<file path="config.mk">
export PLATFORM = sky130hd
export DESIGN_NAME = fbph_port
export DESIGN_NICKNAME = d
export VERILOG_FILES = /design/src/fbph_pkg.sv /design/src/fbph_port.sv
export SDC_FILE = /design/constraint.sdc
export NUM_CORES = 1
export LEC_CHECK = 0
export BUFFER_PORTS_ARGS = -buffer_cell sky130_fd_sc_hd__buf_2
export CAP_MARGIN = 20
export CORE_MARGIN = 2
export CORE_UTILIZATION = 50
export DETAILED_ROUTE_END_ITERATION = 12
export PLACE_DENSITY = 0.84
export SYNTH_ARGS = -nofsm -noshare
export SYNTH_HDL_FRONTEND = slang
export SYNTH_SLANG_ARGS = --single-unit
</file>
<file path="constraint.sdc">
create_clock -name ref_clk_in -period 2.3 [get_ports ref_clk_in]
set_input_delay 0.46 -clock ref_clk_in [delete_from_list [all_inputs] [get_ports ref_clk_in]]
set_output_delay 0.46 -clock ref_clk_in [all_outputs]
set_load 0.02 [all_outputs]
</file>
<file path="src/fbph_pkg.sv">
// Package for the four-bit port: register offsets, field widths, reset values.
// Assumes a plain address/strobe register port with 8-bit data.
package fbph_pkg;
    localparam int          FBPH_ADDR_W          = 4;
    localparam int          FBPH_DATA_W          = 8;
    localparam int          FBPH_PINS            = 4;
    localparam logic [3:0]  FBPH_OFS_DIRECTION   = 4'h0;
    localparam logic [3:0]  FBPH_OFS_OUT_LATCH   = 4'h1;
    localparam logic [3:0]  FBPH_OFS_LEVEL_VIEW  = 4'h2;
    localparam logic [3:0]  FBPH_OFS_CONTROL     = 4'h3;
    localparam logic [3:0]  FBPH_RST_DIRECTION   = 4'h0;
    localparam logic [3:0]  FBPH_RST_OUT_LATCH   = 4'h0;
    localparam logic [6:0]  FBPH_RST_CONTROL     = 7'h00;
    localparam logic [3:0]  FBPH_RSVD_FILL       = 4'h0;
    localparam logic [7:0]  FBPH_UNMAPPED_READ   = 8'h00;
    // Control register fields
    localparam int          FBPH_CTL_EXPANSION_ENABLE        = 0;
    localparam int          FBPH_CTL_OEE         = 1;
    localparam int          FBPH_CTL_OES         = 2;
    localparam int          FBPH_CTL_CS_LO       = 3;
    // Chip-select enables: bit CS_LO + n serves pin n, pin 3 included
    localparam int          FBPH_CTL_W           = 7;
    // Operating modes without built-in expansion, and the pin that carries the strobe
    localparam logic [2:0]  FBPH_MODE_SINGLE_A   = 3'h3;
    localparam logic [2:0]  FBPH_MODE_SINGLE_B   = 3'h7;
    localparam int          FBPH_PIN_STROBE      = 3;
endpackage

</file>
<file path="src/fbph_port.sv">
// Four-bit general purpose port with shared strobe and chip-select outputs.
// Assumes synchronous pin inputs, one clock, and a one-cycle-latency register port.
//
// The implementer's own choices: the placing of the registers and strobed register access.
`timescale 1ns/100ps
`default_nettype none

// Function
// Direction register is write only
// Reserved upper bits read undefined
// Per-pin direction bits, reset 0, 1=output
// Expanded, strobe enable and select drive pin3
// Else pin3 chip select if direction set
// Pin3 general I/O when select cleared
// Pins2..0 chip select when enabled, direction set
// Pins2..0 general I/O when selects cleared
// Modes 3,7 without expansion: general I/O
// Output latch readable, reset 0, drives outputs
// Output latch upper bits read zero
// Level view: latch if output, pin if input
// Level view read only
module fbph_port
    import fbph_pkg::*;
(
    input  wire logic                   ref_clk_in,
    input  wire logic                   rst_in,
    input  wire logic [FBPH_ADDR_W-1:0] addr_in,
    input  wire logic [FBPH_DATA_W-1:0] wdata_in,
    input  wire logic                   wr_in,
    input  wire logic                   rd_in,
    output logic      [FBPH_DATA_W-1:0] rdata_out,
    input  wire logic [2:0]             mode_in,
    input  wire logic                   oe_strobe_in,
    input  wire logic [FBPH_PINS-1:0]   chip_select_in,
    input  wire logic [FBPH_PINS-1:0]   pin_in,
    output logic      [FBPH_PINS-1:0]   pin_out,
    output logic      [FBPH_PINS-1:0]   pin_oe_n_out
);
    if (FBPH_DATA_W != 8 || FBPH_PINS != 4 || FBPH_CTL_W != 7) begin : g_bad_size
        $error("fbph_port serves only an 8-bit register, four-pin port");
    end

    logic [FBPH_PINS-1:0]  pin_direction;
    logic [FBPH_PINS-1:0]  output_latch;
    logic [FBPH_CTL_W-1:0] control;
    logic                  bus_mode;
    logic                  strobe_sel;
    logic [FBPH_PINS-1:0]  cs_sel;
    logic [FBPH_PINS-1:0]  pin_level_view;
    logic [FBPH_DATA_W-1:0] next_rdata;

    always_ff @(posedge ref_clk_in) begin
        if (rst_in) begin
            pin_direction <= FBPH_RST_DIRECTION;
        end else if (wr_in && addr_in == FBPH_OFS_DIRECTION) begin
            pin_direction <= wdata_in[FBPH_PINS-1:0];
        end
    end

    always_ff @(posedge ref_clk_in) begin
        if (rst_in) begin
            output_latch <= FBPH_RST_OUT_LATCH;
        end else if (wr_in && addr_in == FBPH_OFS_OUT_LATCH) begin
            output_latch <= wdata_in[FBPH_PINS-1:0];
        end
    end

    always_ff @(posedge ref_clk_in) begin
        if (rst_in) begin
            control <= FBPH_RST_CONTROL;
        end else if (wr_in && addr_in == FBPH_OFS_CONTROL) begin
            control <= wdata_in[FBPH_CTL_W-1:0];
        end
    end

    // Modes 3 and 7 need the expansion bit before any bus function appears
    assign bus_mode = ((mode_in != FBPH_MODE_SINGLE_A) && (mode_in != FBPH_MODE_SINGLE_B))
                      || control[FBPH_CTL_EXPANSION_ENABLE];
    assign strobe_sel = bus_mode && control[FBPH_CTL_OEE] && control[FBPH_CTL_OES];

    genvar g;
    generate
        for (g = 0; g < FBPH_PINS; g++) begin : g_pin
            logic cs_en;
            logic strobe_here;
            assign cs_en = bus_mode && control[FBPH_CTL_CS_LO + g];
            assign strobe_here = (g == FBPH_PIN_STROBE) && strobe_sel;
            assign cs_sel[g] = !strobe_here && cs_en && pin_direction[g];
            always_comb begin
                if (strobe_here) begin
                    pin_out[g]      = oe_strobe_in;
                    pin_oe_n_out[g] = 1'b0;
                end else if (cs_sel[g]) begin
                    pin_out[g]      = chip_select_in[g];
                    pin_oe_n_out[g] = 1'b0;
                end else begin
                    // Chip-select enabled with direction 0 falls to input here
                    pin_out[g]      = output_latch[g];
                    pin_oe_n_out[g] = !pin_direction[g];
                end
            end
            assign pin_level_view[g] = pin_direction[g] ? output_latch[g] : pin_in[g];
        end
    endgenerate

    // Undefined reads are given zeros so the model stays deterministic
    always_comb begin
        next_rdata = FBPH_UNMAPPED_READ;
        case (addr_in)
            FBPH_OFS_DIRECTION:  next_rdata = FBPH_UNMAPPED_READ;
            FBPH_OFS_OUT_LATCH:  next_rdata = {FBPH_RSVD_FILL, output_latch};
            FBPH_OFS_LEVEL_VIEW: next_rdata = {FBPH_RSVD_FILL, pin_level_view};
            FBPH_OFS_CONTROL:    next_rdata = {1'b0, control};
            default:             next_rdata = FBPH_UNMAPPED_READ;
        endcase
    end

    always_ff @(posedge ref_clk_in) begin
        if (rst_in) begin
            rdata_out <= FBPH_UNMAPPED_READ;
        end else if (rd_in) begin
            rdata_out <= next_rdata;
        end else begin
            rdata_out <= FBPH_UNMAPPED_READ;
        end
    end

    // Reset checks run without disable so the edge after release is seen
    a_dir_reset: assert property (
        @(posedge ref_clk_in)
        $fell(rst_in)
        |-> pin_oe_n_out == 4'hF
    ) else $error("Pins not input after reset");

    a_latch_reset: assert property (
        @(posedge ref_clk_in)
        $fell(rst_in)
        |-> output_latch == FBPH_RST_OUT_LATCH
    ) else $error("Latch not cleared by reset");

    a_dir_write_only: assert property (
        @(posedge ref_clk_in) disable iff (rst_in)
        rd_in && addr_in == FBPH_OFS_DIRECTION
        |=> rdata_out == FBPH_UNMAPPED_READ
    ) else $error("Direction register read back");

    a_dir_upper: assert property (
        @(posedge ref_clk_in) disable iff (rst_in)
        rd_in && addr_in == FBPH_OFS_DIRECTION
        |=> rdata_out[7:4] == FBPH_RSVD_FILL
    ) else $error("Direction upper bits not filled");

    a_view_upper: assert property (
        @(posedge ref_clk_in) disable iff (rst_in)
        rd_in && addr_in == FBPH_OFS_LEVEL_VIEW
        |=> rdata_out[7:4] == FBPH_RSVD_FILL
    ) else $error("Level view upper bits not filled");

    a_latch_upper_zero: assert property (
        @(posedge ref_clk_in) disable iff (rst_in)
        rd_in && addr_in == FBPH_OFS_OUT_LATCH
        |=> rdata_out[7:4] == 4'h0
    ) else $error("Latch upper bits not zero");

    a_latch_readback: assert property (
        @(posedge ref_clk_in) disable iff (rst_in)
        wr_in && addr_in == FBPH_OFS_OUT_LATCH ##1 rd_in && addr_in == FBPH_OFS_OUT_LATCH
        |=> rdata_out[3:0] == $past(wdata_in[3:0], 2)
    ) else $error("Latch readback wrong");

    a_latch_write: assert property (
        @(posedge ref_clk_in) disable iff (rst_in)
        wr_in && addr_in == FBPH_OFS_OUT_LATCH
        |=> output_latch == $past(wdata_in[3:0])
    ) else $error("Latch write lost");

    a_latch_hold: assert property (
        @(posedge ref_clk_in) disable iff (rst_in)
        !(wr_in && addr_in == FBPH_OFS_OUT_LATCH)
        |=> $stable(output_latch)
    ) else $error("Latch changed without write");

    a_dir_write: assert property (
        @(posedge ref_clk_in) disable iff (rst_in)
        wr_in && addr_in == FBPH_OFS_DIRECTION
        |=> pin_direction == $past(wdata_in[3:0])
    ) else $error("Direction write lost");

    a_dir_hold: assert property (
        @(posedge ref_clk_in) disable iff (rst_in)
        !(wr_in && addr_in == FBPH_OFS_DIRECTION)
        |=> $stable(pin_direction)
    ) else $error("Direction changed without write");

    a_view_input: assert property (
        @(posedge ref_clk_in) disable iff (rst_in)
        rd_in && addr_in == FBPH_OFS_LEVEL_VIEW && pin_direction[0] == 1'b0
        |=> rdata_out[0] == $past(pin_in[0])
    ) else $error("Level view misses pin");

    a_view_output: assert property (
        @(posedge ref_clk_in) disable iff (rst_in)
        rd_in && addr_in == FBPH_OFS_LEVEL_VIEW && pin_direction[1] == 1'b1
        |=> rdata_out[1] == $past(output_latch[1])
    ) else $error("Level view misses latch");

    a_view_readonly: assert property (
        @(posedge ref_clk_in) disable iff (rst_in)
        wr_in && addr_in == FBPH_OFS_LEVEL_VIEW
        |=> $stable(output_latch) && $stable(pin_direction)
    ) else $error("Level view write had effect");

    a_strobe_drive: assert property (
        @(posedge ref_clk_in) disable iff (rst_in)
        bus_mode && control[FBPH_CTL_OEE] && control[FBPH_CTL_OES]
        |-> !pin_oe_n_out[3] && pin_out[3] == oe_strobe_in
    ) else $error("Strobe not driven");

    a_pin3_cs_drive: assert property (
        @(posedge ref_clk_in) disable iff (rst_in)
        bus_mode && !strobe_sel && control[FBPH_CTL_CS_LO + 3] && pin_direction[3]
        |-> !pin_oe_n_out[3] && pin_out[3] == chip_select_in[3]
    ) else $error("Pin3 select not driven");

    a_cs_input: assert property (
        @(posedge ref_clk_in) disable iff (rst_in)
        !strobe_sel && control[FBPH_CTL_CS_LO + 3] && !pin_direction[3]
        |-> pin_oe_n_out[3]
    ) else $error("Pin3 select not input");

    a_pin3_gpio: assert property (
        @(posedge ref_clk_in) disable iff (rst_in)
        !strobe_sel && !control[FBPH_CTL_CS_LO + 3]
        |-> pin_oe_n_out[3] == !pin_direction[3] && pin_out[3] == output_latch[3]
    ) else $error("Pin3 not general I/O");

    a_cs_drive: assert property (
        @(posedge ref_clk_in) disable iff (rst_in)
        bus_mode && control[FBPH_CTL_CS_LO] && pin_direction[0]
        |-> !pin_oe_n_out[0] && pin_out[0] == chip_select_in[0]
    ) else $error("Pin0 select not driven");

    a_cs_gpio_in: assert property (
        @(posedge ref_clk_in) disable iff (rst_in)
        control[FBPH_CTL_CS_LO + 1] && !pin_direction[1]
        |-> pin_oe_n_out[1]
    ) else $error("Pin1 select not input");

    a_gpio_low: assert property (
        @(posedge ref_clk_in) disable iff (rst_in)
        control[FBPH_CTL_CS_LO + 2:FBPH_CTL_CS_LO] == 3'h0
        |-> pin_oe_n_out[2:0] == ~pin_direction[2:0] && pin_out[2:0] == output_latch[2:0]
    ) else $error("Low pins not general I/O");

    a_single_gpio: assert property (
        @(posedge ref_clk_in) disable iff (rst_in)
        (mode_in == 3'h7 || mode_in == 3'h3) && !control[FBPH_CTL_EXPANSION_ENABLE]
        |-> pin_oe_n_out == ~pin_direction && pin_out == output_latch
    ) else $error("Bus function in single mode");

    a_single_no_cs: assert property (
        @(posedge ref_clk_in) disable iff (rst_in)
        !bus_mode
        |-> cs_sel == 4'h0 && !strobe_sel
    ) else $error("Select active without expansion");

    a_latch_drives: assert property (
        @(posedge ref_clk_in) disable iff (rst_in)
        !bus_mode && pin_direction[2]
        |-> !pin_oe_n_out[2] && pin_out[2] == output_latch[2]
    ) else $error("Latch not on output pin");

    c_strobe: cover property (
        @(posedge ref_clk_in) disable iff (rst_in)
        strobe_sel
    );

    c_cs_out: cover property (
        @(posedge ref_clk_in) disable iff (rst_in)
        cs_sel[1]
    );

    c_pin3_cs: cover property (
        @(posedge ref_clk_in) disable iff (rst_in)
        cs_sel[3]
    );

    c_single: cover property (
        @(posedge ref_clk_in) disable iff (rst_in)
        !bus_mode && pin_direction != 4'h0
    );

    c_view_rd: cover property (
        @(posedge ref_clk_in) disable iff (rst_in)
        rd_in && addr_in == FBPH_OFS_LEVEL_VIEW
    );
endmodule // fbph_port

`default_nettype wire

</file>
# Yosys cells after proc, flatten, opt, wreduce, memory -nomap -nowiden
# Cells that the tools add are included.
# totals
reg_bits	23
inputBits	28
out_inout_bits	16
wordCells	48
# op_classes
eq_ne	5
muxes	15
n_bitwise	1
reduce_logical	23
# ops
cell	n
$pmux W7 S3	1
$logic_and A1 B1 Y1	15
$mux W1	14
$eq A4 B2 Y1 const B	2
$logic_not A1 Y1	5
$eq A4 B1 Y1 const B	1
$logic_not A4 Y1	1
$ne A3 B2 Y1 const B	1
$ne A3 B3 Y1 const B	1
$reduce_or A2 Y1	1
$logic_or A1 B1 Y1	1
$not A1 Y1	1

# Depth between registers and ports, before layout
# Gate-level depths: netlist (run 1).
# logic_depth
ltp_word	10
ltp_mapped	4
ltp_nobuf	3

# Least setup slack after synthesis (run 1)
# Ideal clock, no wire load.
# synth_timing
path_type	input -> output
start	in mode_in[1]
end	out pin_out[0]
t_arrival_ns	1.111
required_time_ns	1.840
path_slack_ns	0.729
stages	3
path_buffers	0
cell_sequence	nand3b_1 > nand3_1 > mux2_2
# synth_via
elab_chain_cells	6
word_cells_on_any_way	7
cone_classes	eq/ne: 2; mux: 1; reduce/logical: 4
# synth_rtl
element	line	text
start: declaration	fbph_port.sv:32	input wire logic [2:0] mode_in,
$ne A3 B2 Y1 / $ne A3 B3 Y1 (equally long branches)	fbph_port.sv:77	assign bus_mode = ((mode_in != FBPH_MODE_SINGLE_A) && (mode_in != FBPH_MODE_SINGLE_B))
$logic_and A1 B1 Y1 *	fbph_port.sv:77	
$logic_or A1 B1 Y1 *	fbph_port.sv:78	|| control[FBPH_CTL_EXPANSION_ENABLE];
$logic_and A1 B1 Y1 *	fbph_port.sv:86	assign cs_en = bus_mode && control[FBPH_CTL_CS_LO + g];
$logic_and A1 B1 Y1 *	fbph_port.sv:88	assign cs_sel[g] = !strobe_here && cs_en && pin_direction[g];
$mux W1 *	fbph_port.sv:93	end else if (cs_sel[g]) begin
end: declaration	fbph_port.sv:36	output logic [FBPH_PINS-1:0] pin_out,
# Every way passes the cells marked *; elsewhere a longest branch is shown, timed or not.

# Worst setup path after layout (run 1)
# layout_timing
start	reg control[0]
end	out pin_out[1]
# layout_via
elab_chain_cells	4
# layout_rtl
element	line	text
start: declaration	fbph_port.sv:45	logic [FBPH_CTL_W-1:0] control;
start signal: assignment	fbph_port.sv:72	control <= wdata_in[FBPH_CTL_W-1:0];
$logic_or A1 B1 Y1	fbph_port.sv:78	
$logic_and A1 B1 Y1	fbph_port.sv:86	
$logic_and A1 B1 Y1	fbph_port.sv:88	
$mux W1	fbph_port.sv:93	
# Every way passes these cells.

==> results.sh, run 1 <==
export IMPL_core_area_um2=2022
export IMPL_routed_via_density=5.307
export IMPL_yosysWarnings=0
export IMPL_io_buffer_count=40
export IMPL_ys_seq_elements=22
export IMPL_path_clk_slew_ps=140
export IMPL_yosysMostFrequentCell="mux2i_1"
export IMPL_synthArstFlopShare_pct=0
export IMPL_cts_tree="yes"
export IMPL_ys_types=25
export IMPL_r2r_cells=3
export IMPL_drtPass1Iterations=4
export IMPL_ys_seq_area_share_pct=40.14
export IMPL_dieHeight_um=50.85
export IMPL_die_area_um2=2585
export IMPL_fp_dieW_um=50.85
export IMPL_num_rows=16
export IMPL_seq_power_share_pct=57.3
export IMPL_slew_viol_final=0
export IMPL_numCtsBuffers=3
export IMPL_setup_violations=0
export IMPL_rr_endpoint="rdata_out[0]"
export IMPL_area_growth_pct=21.78
export IMPL_path_cells="nand3b_1, nand3_1, mux2_2, buf_2"
export IMPL_synth_common_cells="mux2i_1, dfxtp_1, nand2b_1, and2_1, nand3_1"
export IMPL_power_frac_comb_pct=10.4
export IMPL_drc_errors=0
export IMPL_cts_resized=0
export IMPL_pin_count=44
export IMPL_htreeDepth=1
export IMPL_syn_area_um2=1097
export IMPL_cp_slowest_cell="dfxtp_1"
export IMPL_ir_drop_v=0.0002904
export IMPL_synth_top_area_cell="dfxtp_1"
export IMPL_start_kind="flip-flop"
export IMPL_clk_latency_ps=310
export IMPL_p_sw_uw=162.1
export IMPL_power_share_clock_pct=32.3
export IMPL_grt_total_usage_pct=22.37
export IMPL_hold_start="wdata_in[4]"
export IMPL_grt_antenna_before_repair=0
export IMPL_initial_core_util_pct=54.27
export IMPL_routedWlPerCell_um=14.82
export IMPL_worst_path_max_fanout=6
export IMPL_synth_net_count=141
export IMPL_routed_wl_mm=2.652
export IMPL_pre_cts_slack_ps=439.2
export IMPL_ant_nets=0
export IMPL_hold_violations=0
export IMPL_grt_max_degree=24
export IMPL_reg2reg_from="pin_direction[0]"
export IMPL_grt_pass1_vias=1019
export IMPL_crit_arrival_ps=1620
export IMPL_p_int_uw=516.2
export IMPL_worst_path_buf_inv=1
export IMPL_rsz0062_at_grt="no"
export IMPL_synthCells=113
export IMPL_grt_overflow=0
export IMPL_antenna_cells=0
export IMPL_fmax_mhz=479.8
export IMPL_clockBufferDepth=2
export IMPL_setup_ws_ps=215.7
export IMPL_min_period_ps=2084
export IMPL_cts_root_buf="clkbuf_4"
export IMPL_max_stage_delay_ps=360
export IMPL_dr_total_vias=950
export IMPL_worstPathRequired_ps=1840
export IMPL_finalCritPeriodShare_pct=90.62
export IMPL_critical_path_depth=4
export IMPL_hold_path_endpoint="control[4]"
export IMPL_n_fill_cell=183
export IMPL_path_class="flip-flop to output pin"
export IMPL_maxCapViolCount=0
export IMPL_leakage_nw=0.6045
export IMPL_synth_flop_cell="dfxtp_1"
export IMPL_grt_pass1_wl_mm=4.319
export IMPL_cts_setup_buffers=0
export IMPL_avgSynthCellArea_um2=9.711
export IMPL_post_synth_top_area_fraction_pct=40.14
export IMPL_ctsHoldBuffers=0
export IMPL_hpwlAfterDp_mm=1.992
export IMPL_cp_end_kind="output pin"
export IMPL_status="complete, no violations"
export IMPL_min_path_type="primary input to flip-flop"
export IMPL_drtIter0Drc=10
export IMPL_rrSetupSlack_ps=1210
export IMPL_critical_path_top_delay_family="simple AND/OR/NAND/NOR gates"
export IMPL_ys_top_cells_by_area="dfxtp_1, mux2i_1, nand2b_1"
export IMPL_drive_above_1_share_pct=32.24
export IMPL_gp_congestion=0.8004
export IMPL_cts_sinks=22
export IMPL_whs_path_depth=3
export IMPL_synth_edf_count=0
export IMPL_skew_ps=11.48
export IMPL_power_density_nw_per_um2=507.6
export IMPL_swShare_pct=23.90
export IMPL_final_nets=181
export IMPL_tns_ps=0
[layout make-up]
| cell class | count | area, um2 | share of cell area (%) |
|---|---|---|---|
| multi-input combinational | 83 | 614.3 | 45.97 |
| sequential | 22 | 440.4 | 32.96 |
| tap | 27 | 33.78 | 2.528 |
| inverter | 3 | 11.26 | 0.8427 |
| clock buffer | 4 | 36.28 | 2.715 |
| timing repair buffer | 40 | 200.2 | 14.98 |
[cell families after synthesis]
group | after synthesis | synth area share [%]
compound gates | 9 | 5.130
buf+inv | 8 | 3.877
flops | 22 | 40.14
mux | 26 | 24.06
other cells | 1 | 0.3417
simple gates | 47 | 26.45
[worst min-delay path: cells and delay by family]
family	cells	cell delay (ps)
buf+inv	1	100
simple gates	1	60
mux	1	60
[worst max path at each step]
stage | end | startpoint
after detailed placement | pin_out[2] | mode_in[0]
after floorplan | pin_out[0] | mode_in[1]
final | pin_out[1] | control[0]
after CTS | pin_out[1] | control[0]
after global placement | pin_out[1] | mode_in[1]
after global routing | pin_out[1] | control[0]
[power groups by stage]
| stage | Sequential (mW) | Combinational (mW) | Clock (mW) |
|---|---|---|---|
| 4_1_cts | 0.388 | 0.0701 | 0.219 |
| 3_5_place_dp | 0.397 | 0.0694 | 0 |
| 6_report | 0.389 | 0.0703 | 0.219 |
| 2_1_floorplan | 0.396 | 0.0407 | 0 |
| 5_1_grt | 0.389 | 0.0767 | 0.234 |
| 3_3_place_gp | 0.397 | 0.0664 | 0 |
[layout by cell type (no fill, tap or decap), types with 2 or more instances in the layout]
master and n:
mux2i_1 23, o22ai_1 4, nand2_1 3, nand3_1 5
inv_1 3, mux2_2 3, buf_2 40, dfxtp_1 22
clkbuf_4 3, nor2_1 4, nand2b_1 22, a31oi_1 2
and2_1 7
[metrics by stage]
step / utilization (%) / total power [mW] / area, um2 / hold slack [ps] / std cells
after floorplan: - / 0.4366 / 1097 / 453.4 / 113
after global placement: 64.29 / 0.4630 / 1300 / 477.7 / 175
after detailed placement: 64.29 / 0.4663 / 1300 / 480.8 / 175
after CTS: 66.09 / 0.6773 / 1336 / 401.4 / 179
after global routing: 66.09 / 0.6999 / 1336 / 405.3 / 179
final: 66.09 / 0.6783 / 1336 / 405.1 / 179
[flip-flops by register name (all words and copies together), names as in the netlist]
register,flops
rdata_out,7
pin_direction,4
control,7
output_latch,4
[metal layers]
metal  vias up  share of wire, %  GRT usage [%]
met3         8               3.2          2.339
met2        29                53          42.54
li1        469                 -              -
met4         0               3.0          13.06
met1       444                41          23.57
met5         -                 0              0
Power figures use the tool's default switching activity.
==> run 2, diff against run 1 <==
==> constraint.sdc (replaced) <==
create_clock -name ref_clk_in -period 2.3 [get_ports ref_clk_in]
set_input_delay 0.345 -clock ref_clk_in [delete_from_list [all_inputs] [get_ports ref_clk_in]]
set_output_delay 0.345 -clock ref_clk_in [all_outputs]
set_load 0.02 [all_outputs]
==> results.sh, run 2 (synthesis results as in run 1) <==
export IMPL_seq_power_share_pct=57.9
export IMPL_drtPass1Iterations=4
export IMPL_ant_nets=0
export IMPL_finalNonFillerCells=179
export IMPL_gp_congestion=0.7977
export IMPL_fmax_mhz=511.2
export IMPL_cts_sinks=22
export IMPL_placed_cells=175
export IMPL_cts_tree="yes"
export IMPL_worstPathRequired_ps=1960
export IMPL_worst_path_max_fanout=6
export IMPL_core_area_um2=2022
export IMPL_power_density_nw_per_um2=502.1
export IMPL_numCtsBuffers=3
export IMPL_swShare_pct=23.05
export IMPL_grt_pass1_vias=978
export IMPL_final_nets=181
export IMPL_dieHeight_um=50.85
export IMPL_hold_violations=0
export IMPL_pin_count=44
export IMPL_setup_violations=0
export IMPL_most_common_layout_cells="buf_2, mux2i_1, nand2b_1, dfxtp_1, and2_1"
export IMPL_drive_above_1_share_pct=32.24
export IMPL_tns_ps=0
export IMPL_hpwlAfterDp_mm=1.979
export IMPL_grt_max_degree=24
export IMPL_fp_dieW_um=50.85
export IMPL_grt_overflow=0
export IMPL_grt_total_usage_pct=21.20
export IMPL_register_area_um2=440.4
export IMPL_mostFrequentLayoutCell="buf_2"
export IMPL_worstMarginPinSlew_ps=501.4
export IMPL_min_period_ps=1956
export IMPL_reg_top3="control x7, rdata_out x7"
export IMPL_htreeDepth=1
export IMPL_drc_errors=0
export IMPL_start_kind="flip-flop"
export IMPL_crit_arrival_ps=1610
export IMPL_cts_resized=0
export IMPL_p_int_uw=516.3
export IMPL_finalCritPeriodShare_pct=85.05
export IMPL_area_growth_pct=21.78
export IMPL_clk_latency_ps=310
export IMPL_ir_drop_v=0.0002218
export IMPL_cts_root_buf="clkbuf_4"
export IMPL_pre_cts_slack_ps=665.2
export IMPL_status="complete, no violations"
export IMPL_cp_end_kind="output pin"
export IMPL_skew_ps=7.083
export IMPL_routedWlPerCell_um=14.04
export IMPL_cts_setup_buffers=0
export IMPL_rsz0062_at_grt="no"
export IMPL_power_frac_comb_pct=10.4
export IMPL_antenna_cells=0
export IMPL_slew_viol_final=0
export IMPL_grt_antenna_before_repair=0
export IMPL_initial_core_util_pct=54.27
export IMPL_path_clk_slew_ps=120
export IMPL_slew_headroom_pct=66.57
export IMPL_io_buffer_count=40
export IMPL_dr_total_vias=941
export IMPL_routed_via_density=5.257
export IMPL_min_path_type="primary input to flip-flop"
export IMPL_n_fill_cell=177
export IMPL_multi_input_area_um2=614.3
export IMPL_setup_ws_ps=343.9
export IMPL_grt_pass1_wl_mm=4.036
export IMPL_whs_ps=280.6
export IMPL_power_share_clock_pct=31.7
export IMPL_die_area_um2=2585
export IMPL_p_sw_uw=154.7
export IMPL_clockBufferDepth=2
export IMPL_drtIter0Drc=13
export IMPL_maxCapViolCount=0
export IMPL_ctsHoldBuffers=0
export IMPL_leakage_nw=0.6045
export IMPL_num_rows=16
export IMPL_path_class="flip-flop to output pin"
export IMPL_routed_wl_mm=2.513
run 2: power groups by stage:
stage	combinational [mW]	clock (mW)	sequential (mW)
after floorplan	0.0407	0	0.396
after global placement	0.0664	0	0.397
after detailed placement	0.0697	0	0.397
after CTS	0.0699	0.214	0.388
after global routing	0.0754	0.233	0.389
final	0.0698	0.213	0.388
run 2: path summary, 6_finish.rpt:
kind	end	startpoint	depth (start not counted)	slack (ps)
worst max register to register	rdata_out[3]	pin_direction[3]	3	1290
worst max-delay path	pin_out[2]	control[0]	4	340
worst min register to register	rdata_out[4]	control[4]	1	500
worst min-delay path	control[6]	wdata_in[6]	3	280
run 2: final cells by class:
class	instances	share of cell area [%]
clock buffers	4	2.715
inverters	3	0.8427
multi-input cells	83	45.97
flip-flops and latches	22	32.96
well taps	27	2.528
repair buffers	40	14.98
run 2: metrics by stage:
stage	utilization [%]	total power, mW	instance area, um2
after global routing	66.09	0.6974	1336
after CTS	66.09	0.6722	1336
after global placement	64.29	0.4630	1300
after detailed placement	64.29	0.4666	1300
after floorplan	-	0.4366	1097
final	66.09	0.6709	1336
run 2: worst max-delay path: stages, from the launching register on:
cell,delay [ps]
dfxtp_1,340
nand3b_1,290
nand3_1,170
mux2_2,340
buf_2,160
run 2: per-layer routing:
| metal | routed length (um) | part of all wire, % | vias to the layer above | GRT usage [%] |
|---|---|---|---|---|
| met4 | 85 | 3.4 | 0 | 12.16 |
| met1 | 1073 | 43 | 438 | 22.32 |
| met2 | 1276 | 51 | 25 | 39.69 |
| li1 | - | - | 470 | - |
| met5 | 0 | 0 | - | 0 |
| met3 | 78 | 3.1 | 8 | 3.216 |
